`src/hw/sacp_defs.vh`:
```
`ifndef SACP_DEFS_VH
`define SACP_DEFS_VH
// Peripheral register indices on the 4-bit peripheral port
`define SACP_REG_CTRL_LO   4'h7
`define SACP_REG_RESULT    4'h8
`define SACP_REG_CTRL_HI   4'ha
`define SACP_REG_TMR1_PRE  4'h3
// Field positions
`define SACP_CTRL_START_BIT 3
`define SACP_PRE_HALT_BIT   2
// Reset values
`define SACP_CTRL_LO_RST   4'h0
`define SACP_CTRL_HI_RST   4'h0
`define SACP_RESULT_RST    8'h00
// Timing count and widths
`define SACP_MACH_DIV      3'h6
`define SACP_PRE_WIDTH     12
`define SACP_RES_WIDTH     8
`endif

```
`src/hw/sacp_adc_ctrl.v`:
```
// Function
// Eight-bit successive approximation, 256 codes
// Channel from ctrl_low[1:0] plus ctrl_high[0]
// ctrl_high[0] picks inputs 0-3 or 4-7
// Finished conversion stores result register
// Writing ctrl_low bit 3 starts conversion
// Reading ctrl_low bit 3 shows done
// Result nibble chosen by index LSB
// Clock source fixed: pin or prescaler
// Internal clock is machine clock / 2^n
// Conversion clock at most 225 kHz
// External clock runs before start
// Twelve-bit prescaler on machine cycle clock
// Prescaler feeds timers, serial, converter, pin
// Prescaler halt bit stops all outputs
// Clearing halt restarts counter from zero
`include "sacp_defs.vh"

module sacp_adc_ctrl #(
  parameter USE_EXT_CLK = 0,  // Mask choice: 1 takes the conversion clock pin
  parameter DIV_SEL     = 0   // Mask choice: prescaler tap, divide by 2^(DIV_SEL+1)
) (
  input  wire        i_sys_clk,           // System clock, oscillator rate
  input  wire        i_rst_b,             // Asynchronous reset, active low
  input  wire        i_per_wr,            // Peripheral write strobe, one cycle
  input  wire        i_per_rd,            // Peripheral read strobe
  input  wire [3:0]  i_per_addr,          // Peripheral register index
  input  wire [3:0]  i_per_wdata,         // Peripheral write nibble
  input  wire        i_index_lsb,         // Index register LSB for result nibble
  output reg  [3:0]  o_per_rdata,         // Peripheral read nibble
  input  wire        i_conv_clock_pin,    // External conversion clock pin
  input  wire        i_cmp_above,         // Comparator: input at or above trial
  output reg  [7:0]  o_dac_code,          // Trial code to resistor network
  output reg  [2:0]  o_analog_sel,        // Selected analog input
  output reg         o_sample,            // Conversion active
  output wire [11:0] o_pre_taps,          // Prescaler taps to timers and serial
  output wire        o_clock_output_pin   // Prescaler tap to output pin
);
  //////////////////////////////////////////////////////////////////////////////
  // Registers
  reg [3:0]  ctrl_low_q;   // Channel bits; start bit position always stored as zero
  reg [3:0]  ctrl_high_q;  // Bank select in bit 0
  reg [7:0]  result_q;     // Last converted value
  reg        halt_q;       // Prescaler halt, bit 2 of timer1/prescaler control
  reg        busy_q;       // Conversion in progress
  reg        done_q;       // End of conversion flag
  reg [2:0]  mach_cnt_q;   // Oscillator to machine cycle divider
  reg [11:0] pre_q;        // Prescaler count
  reg [2:0]  bit_q;        // Current trial bit
  reg [7:0]  sar_q;        // Approximation register
  reg        cclk_q;       // Previous conversion clock level

  wire       mach_tick;    // One pulse per machine cycle
  wire       pin_sync;     // Synchronised conversion clock pin
  wire       conv_clk;     // Chosen conversion clock level
  wire       conv_tick;    // Rising edge of conversion clock
  wire       wr_lo;        // Write to control low
  wire       start;        // Start of conversion request
  wire       wr_hi;        // Write to control high
  wire [1:0] chan_d;       // Channel bits as they stand after this edge
  wire       bank_d;       // Bank bit as it stands after this edge

  // Register select compare, used by both strobes
  function sel;
    input [3:0] a;
    input [3:0] r;
    begin
      sel = (a == r);
    end
  endfunction

  sacp_sync u_sync (
    .i_sys_clk (i_sys_clk),
    .i_rst_b   (i_rst_b),
    .i_async   (i_conv_clock_pin),
    .o_sync    (pin_sync)
  );

  //////////////////////////////////////////////////////////////////////////////
  // Machine cycle and prescaler
  // Compared at the counter's own width so no bits are lost
  assign mach_tick = (mach_cnt_q == `SACP_MACH_DIV - 3'h1);

  // Machine cycle is the oscillator divided by six
  always @(posedge i_sys_clk or negedge i_rst_b) begin
    if (!i_rst_b) begin
      mach_cnt_q <= 3'h0;
    end else if (mach_tick) begin
      mach_cnt_q <= 3'h0;
    end else begin
      mach_cnt_q <= mach_cnt_q + 3'h1;
    end
  end

  // Halt bit lives in the timer1/prescaler control register
  always @(posedge i_sys_clk or negedge i_rst_b) begin
    if (!i_rst_b) begin
      halt_q <= 1'b0;
    end else if (i_per_wr && sel(i_per_addr, `SACP_REG_TMR1_PRE)) begin
      halt_q <= i_per_wdata[`SACP_PRE_HALT_BIT];
    end
  end

  // Counter held at zero while halted so restart begins from zero
  always @(posedge i_sys_clk or negedge i_rst_b) begin
    if (!i_rst_b) begin
      pre_q <= 12'h000;
    end else if (halt_q) begin
      pre_q <= 12'h000;
    end else if (mach_tick) begin
      pre_q <= pre_q + 12'h001;
    end
  end

  // Taps: bit n divides by 2^(n+1); all low while halted
  assign o_pre_taps         = pre_q;
  assign o_clock_output_pin = pre_q[DIV_SEL];

  //////////////////////////////////////////////////////////////////////////////
  // Conversion clock selection
  // Fixed at build; limit of 225 kHz is the system's job
  assign conv_clk  = (USE_EXT_CLK != 0) ? pin_sync : pre_q[DIV_SEL];
  assign conv_tick = conv_clk & ~cclk_q;

  // Edge detect on the chosen clock level
  always @(posedge i_sys_clk or negedge i_rst_b) begin
    if (!i_rst_b) begin
      cclk_q <= 1'b0;
    end else begin
      cclk_q <= conv_clk;
    end
  end

  //////////////////////////////////////////////////////////////////////////////
  // Control registers
  assign wr_lo = i_per_wr && sel(i_per_addr, `SACP_REG_CTRL_LO);
  assign start = wr_lo && i_per_wdata[`SACP_CTRL_START_BIT];
  assign wr_hi = i_per_wr && sel(i_per_addr, `SACP_REG_CTRL_HI);

  // Channel bits stored; start bit is an action, not stored
  always @(posedge i_sys_clk or negedge i_rst_b) begin
    if (!i_rst_b) begin
      ctrl_low_q  <= `SACP_CTRL_LO_RST;
      ctrl_high_q <= `SACP_CTRL_HI_RST;
    end else begin
      if (wr_lo) begin
        ctrl_low_q <= {1'b0, i_per_wdata[2:0]};
      end
      if (wr_hi) begin
        ctrl_high_q <= i_per_wdata;
      end
    end
  end

  // Input mux select: bank bit over the two channel bits.
  // Taken from the write itself rather than the stored copy, so a start
  // that also changes channel compares the new input on its first trial.
  assign chan_d = wr_lo ? i_per_wdata[1:0] : ctrl_low_q[1:0];
  assign bank_d = wr_hi ? i_per_wdata[0] : ctrl_high_q[0];

  // Mux select register, loaded together with the control registers
  always @(posedge i_sys_clk or negedge i_rst_b) begin
    if (!i_rst_b) begin
      o_analog_sel <= 3'h0;
    end else begin
      o_analog_sel <= {bank_d, chan_d};
    end
  end

  //////////////////////////////////////////////////////////////////////////////
  // Successive approximation sequencer
  // One trial bit per conversion clock edge, MSB first
  always @(posedge i_sys_clk or negedge i_rst_b) begin
    if (!i_rst_b) begin
      busy_q     <= 1'b0;
      done_q     <= 1'b0;
      bit_q      <= 3'h7;
      sar_q      <= 8'h00;
      result_q   <= `SACP_RESULT_RST;
      o_dac_code <= 8'h00;
      o_sample   <= 1'b0;
    end else if (start) begin
      // A new start aborts any running conversion
      busy_q     <= 1'b1;
      done_q     <= 1'b0;
      bit_q      <= 3'h7;
      sar_q      <= 8'h80;
      o_dac_code <= 8'h80;
      o_sample   <= 1'b1;
    end else if (busy_q && conv_tick) begin
      // Keep trial bit if input is at or above, then try next
      if (bit_q == 3'h0) begin
        busy_q   <= 1'b0;
        done_q   <= 1'b1;
        o_sample <= 1'b0;
        result_q <= i_cmp_above ? sar_q : (sar_q & 8'hfe);
      end else begin
        sar_q      <= (i_cmp_above ? sar_q : (sar_q & ~(8'h01 << bit_q)))
                      | (8'h01 << (bit_q - 3'h1));
        o_dac_code <= (i_cmp_above ? sar_q : (sar_q & ~(8'h01 << bit_q)))
                      | (8'h01 << (bit_q - 3'h1));
        bit_q      <= bit_q - 3'h1;
      end
    end
  end

  //////////////////////////////////////////////////////////////////////////////
  // Read path, registered nibble
  always @(posedge i_sys_clk or negedge i_rst_b) begin
    if (!i_rst_b) begin
      o_per_rdata <= 4'h0;
    end else if (i_per_rd) begin
      if (sel(i_per_addr, `SACP_REG_CTRL_LO)) begin
        o_per_rdata <= {done_q, ctrl_low_q[2:0]};
      end else if (sel(i_per_addr, `SACP_REG_RESULT)) begin
        o_per_rdata <= i_index_lsb ? result_q[7:4] : result_q[3:0];
      end else if (sel(i_per_addr, `SACP_REG_CTRL_HI)) begin
        o_per_rdata <= ctrl_high_q;
      end else if (sel(i_per_addr, `SACP_REG_TMR1_PRE)) begin
        o_per_rdata <= {1'b0, halt_q, 2'b00};
      end else begin
        o_per_rdata <= 4'h0;  // Unmapped index reads zero
      end
    end
  end
endmodule // sacp_adc_ctrl

```
`src/hw/sacp_sync.v`:
```
// Two-flop synchroniser for one level from outside the clock domain
module sacp_sync (
  input  wire i_sys_clk, // System clock
  input  wire i_rst_b,   // Asynchronous reset, active low
  input  wire i_async,   // Level from a pin
  output wire o_sync     // Level safe to use
);
  reg meta_q;  // First stage, read only by the second
  reg sync_q;  // Second stage

  // Plain double register, reset to zero
  always @(posedge i_sys_clk or negedge i_rst_b) begin
    if (!i_rst_b) begin
      meta_q <= 1'b0;
      sync_q <= 1'b0;
    end else begin
      meta_q <= i_async;
      sync_q <= meta_q;
    end
  end

  assign o_sync = sync_q;
endmodule // sacp_sync

```
`config.mk`:
```
export PLATFORM = sky130hd
export DESIGN_NAME = sacp_adc_ctrl
export DESIGN_NICKNAME = d
export VERILOG_FILES = /design/src/hw/sacp_adc_ctrl.v /design/src/hw/sacp_sync.v
export VERILOG_INCLUDE_DIRS = /design/src /design/src/hw
export SDC_FILE = /design/constraint.sdc
export NUM_CORES = 1
export LEC_CHECK = 0
export ABC_AREA = 1
export BUFFER_PORTS_ARGS = -buffer_cell sky130_fd_sc_hd__buf_4
export CORE_AREA = 3 3 94 96
export CTS_CLUSTER_DIAMETER = 120
export CTS_CLUSTER_SIZE = 16
export DETAILED_ROUTE_END_ITERATION = 10
export DIE_AREA = 0 0 97 99
export PLACE_DENSITY = 0.56
export SLEW_MARGIN = 20
export SYNTH_ARGS = -nofsm -noshare
export SYNTH_HDL_FRONTEND = slang
export SYNTH_SLANG_ARGS = --single-unit
```
`constraint.sdc`:
```
create_clock -name i_sys_clk -period 1.7 [get_ports i_sys_clk]
set_clock_uncertainty 0.05 [all_clocks]
set_input_delay 0.17 -clock i_sys_clk [delete_from_list [all_inputs] [get_ports i_sys_clk]]
set_output_delay 0.17 -clock i_sys_clk [all_outputs]
set_load 0.1 [all_outputs]
```
==> qor.txt <==
Full die area = 0.00960 mm²
Worst hold path class = in2reg
Top_reg_cell synth = dfrtp_1
Max Cap Viol = 0
YS warnings = 0
Port bufs = 42
Asr flop ratio synth = 100%
Min Hold Slack = 0.0547 ns
Final setup vio count = 0
Die Y-Extent = 99 µm
Crit start category = register
# nets final = 409
Post-detail-place hpwl = 4560 µm
Wire length of the first global-routing pass = 10500 µm
Critical-path cell list = inv_1, ha_1, nand2_4, nand3_2, inv_2, buf_4, nand4_1, o21ai_0
Slew Limit Fails = 0
DRT Wirelength = 5950 µm
Area contributors post-synth = dfrtp_1 47%, nand2_1 12%, o21ai_0 8.0%, nand3_1 6.5%, inv_1 6.4%
Area growth syn-to-layout = 26.2%
Flop pwr share = 35.8%
Vias per inst = 4.61
Critical path data arrival time = 1.80 ns
Post-synth top area share = 46.6%
Post-synth design cell area = 0.00263 mm²
Highest Clock Rate = 0.607 GHz
CORE AREA = 0.00813 mm²
H-tree levels = 2
Root Buffer = clkbuf_8
Syn Inst Count = 326
Top post-synthesis cells by count = 86 x nand2_1, 49 x dfrtp_1, 45 x inv_1, 42 x o21ai_0, 34 x nand3_1
Clock sink total = 52
PwrDens = 1510 mW/mm²
Top-count cell post-synth = nand2_1
Clock share of power = 18.1%
Non-Filler Instances = 493
Logic pwr share = 46.1%
Residual DRC = 0
Critical Path Fanout Max = 6
Worst Setup End Kind = register
TNS Setup = 0 ns
All-Layer GR Usage = 13.0%
Post-Syn Nets = 348
RD Place Congestion = 0.816
Detailed-route wire length per cell = 12.1 µm
Sequential area share after synthesis = 49.5%
Post-synth EDFFs = 0
#FFs+latches synth = 52
TritonCTS clock tree = done
Clock slew at reported path FFs = 0.09 ns
CP required = 1.86 ns
Post-layout util = 40.9%
Syn avg cell area = 8.08 µm²
CP max-delay cell = dfstp_2
Delay-heaviest family, CP = flip-flops
Std cell rows = 33
Total global routing overflow = 0
Outcome = finished, final reports clean
Starting Density = 32.4%
Internal power = 2.70 mW
Critical Path Max Stage Delay = 0.54 ns
Via count = 2271
Iteration-0 DRC Markers = 90
Sw power = 2.31 mW
Clk_lat worst skew = 0.30 ns
Part of the cycle the worst path needs = 97.0%
Num CTS Buffers = 5
Boundary Pins = 44
Remaining antenna violation count after routing = 0
Final Hold Viols = 0
Clk buf depth = 2
Critical path class = reg2reg
Initial antenna violation count = 0
Number of distinct library cells after synthesis = 25
Ant diodes = 0
Crit path buffers/inverters = 3
Pin count of the biggest net entering global routing = 29
Pleak = 1.67 nW
Die X = 97 µm
Sw Ratio = 46.1%
Slew margin rel. = 73.4%
Worst slew pin tran = 0.396 ns
Largest area contributor in the netlist = dfrtp_1
Vias in the first global route = 2295
Placed Cells = 481
Post-layout min period = 1.65 ns
Pre-antenna DRT Iters = 4
Max VDD drop = 1.06 mV
Share of layout cells above drive strength 1 = 25.0%
-- timing repair --
| item | CTS | global route |
|---|---|---|
| gates resized for setup | 1 | 10 |
| endpoints found under the setup margin | 3 | 9 |
| endpoints found under the hold margin | 25 | 0 |
| pin swaps | 0 | 2 |
| buffers inserted | 0 | 3 |
| hold buffers | 1 | 0 |
-- kinds of logic after synthesis --
| logic type | after synthesis | synth area share (%) |
|---|---|---|
| AND/OR/NAND/NOR | 161 | 28.2 |
| AO/OA/AOI/OAI | 55 | 10.8 |
| flip-flops | 52 | 49.5 |
| buffers and inverters | 51 | 8.12 |
| adder cells (fa/ha/maj) | 7 | 3.33 |
-- cells in the final DEF (no fill, tap or decap) --
cell type	n
nand2_2	3
dfstp_2	3
nand4_1	8
nand4_4	1
nand3_2	2
clkbuf_8	7
nor2_8	1
o21ai_1	4
inv_2	5
nand2_4	3
o21ai_0	40
ha_1	6
buf_4	57
dfrtp_2	7
bufinv_16	1
nor2_2	2
nand3_1	32
nor2_4	1
a21oi_1	8
ha_2	1
dfrtp_4	1
nand2_1	84
nor3_1	5
inv_1	42
dlygate4sd3_1	1
nor2_1	19
dfrtp_1	41
o21ai_2	2
o31ai_1	1
-- state kept, by name, indices dropped and copies added, names as in the netlist --
name / count
o_pre_taps: 12
ctrl_high_q: 4
busy_q: 1
ctrl_low_q: 3
halt_q: 1
o_per_rdata: 4
o_dac_code: 8
bit_q: 3
o_analog_sel: 3
mach_cnt_q: 3
result_q: 8
cclk_q: 1
done_q: 1
-- final timing paths --
check                            startpoint        endpoint  slack (ns)  cells past startpoint
worst max-delay path               bit_q[0]   o_dac_code[3]        0.05                      8
worst min-delay path               i_per_rd  o_per_rdata[1]        0.05                      2
worst max register to register     bit_q[0]   o_dac_code[3]        0.05                      8
worst min register to register  result_q[6]     result_q[6]        0.44                      2
max in group asynchronous           i_rst_b        bit_q[0]        0.76                      3
min in group asynchronous           i_rst_b  o_per_rdata[0]        0.27                      2
-- through the flow --
stage	power [mW]	setup WS [ns]	area [µm²]
6_report	5.01	0.0517	3320
3_3_place_gp	4.04	0.0307	3150
3_5_place_dp	4.07	-0.00650	3150
2_1_floorplan	3.43	0.0116	2650
5_1_grt	5.36	-0.0312	3320
4_1_cts	5.00	0.0368	3280
-- power by group through the flow --
stage | clock network [mW] | logic, mW | registers, mW
global placement | 0 | 2.23 | 1.81
detailed placement | 0 | 2.25 | 1.81
CTS | 0.945 | 2.26 | 1.79
finish | 0.908 | 2.31 | 1.79
floorplan | 0 | 0.748 | 2.68
global route | 1.00 | 2.51 | 1.84
-- cell type report --
| type | instances | area (µm²) |
|---|---|---|
| timing repair buffer | 58 | 438 |
| clock inverter | 1 | 30.0 |
| clock buffer | 7 | 96.3 |
| multi-input combinational | 223 | 1130 |
| fill | 847 | 4810 |
| inverter | 47 | 176 |
| tap | 105 | 131 |
| sequential | 52 | 1320 |
-- layer usage --
metal | track usage (%) | part of all wire, % | vias to the layer above
met2 | 22.0 | 48 | 44
met5 | 0 | 0 | -
li1 | - | - | 1176
met1 | 17.5 | 47 | 1047
met4 | 2.59 | 0.61 | 0
met3 | 2.69 | 4.4 | 4
Power figures use the tool's default switching activity.
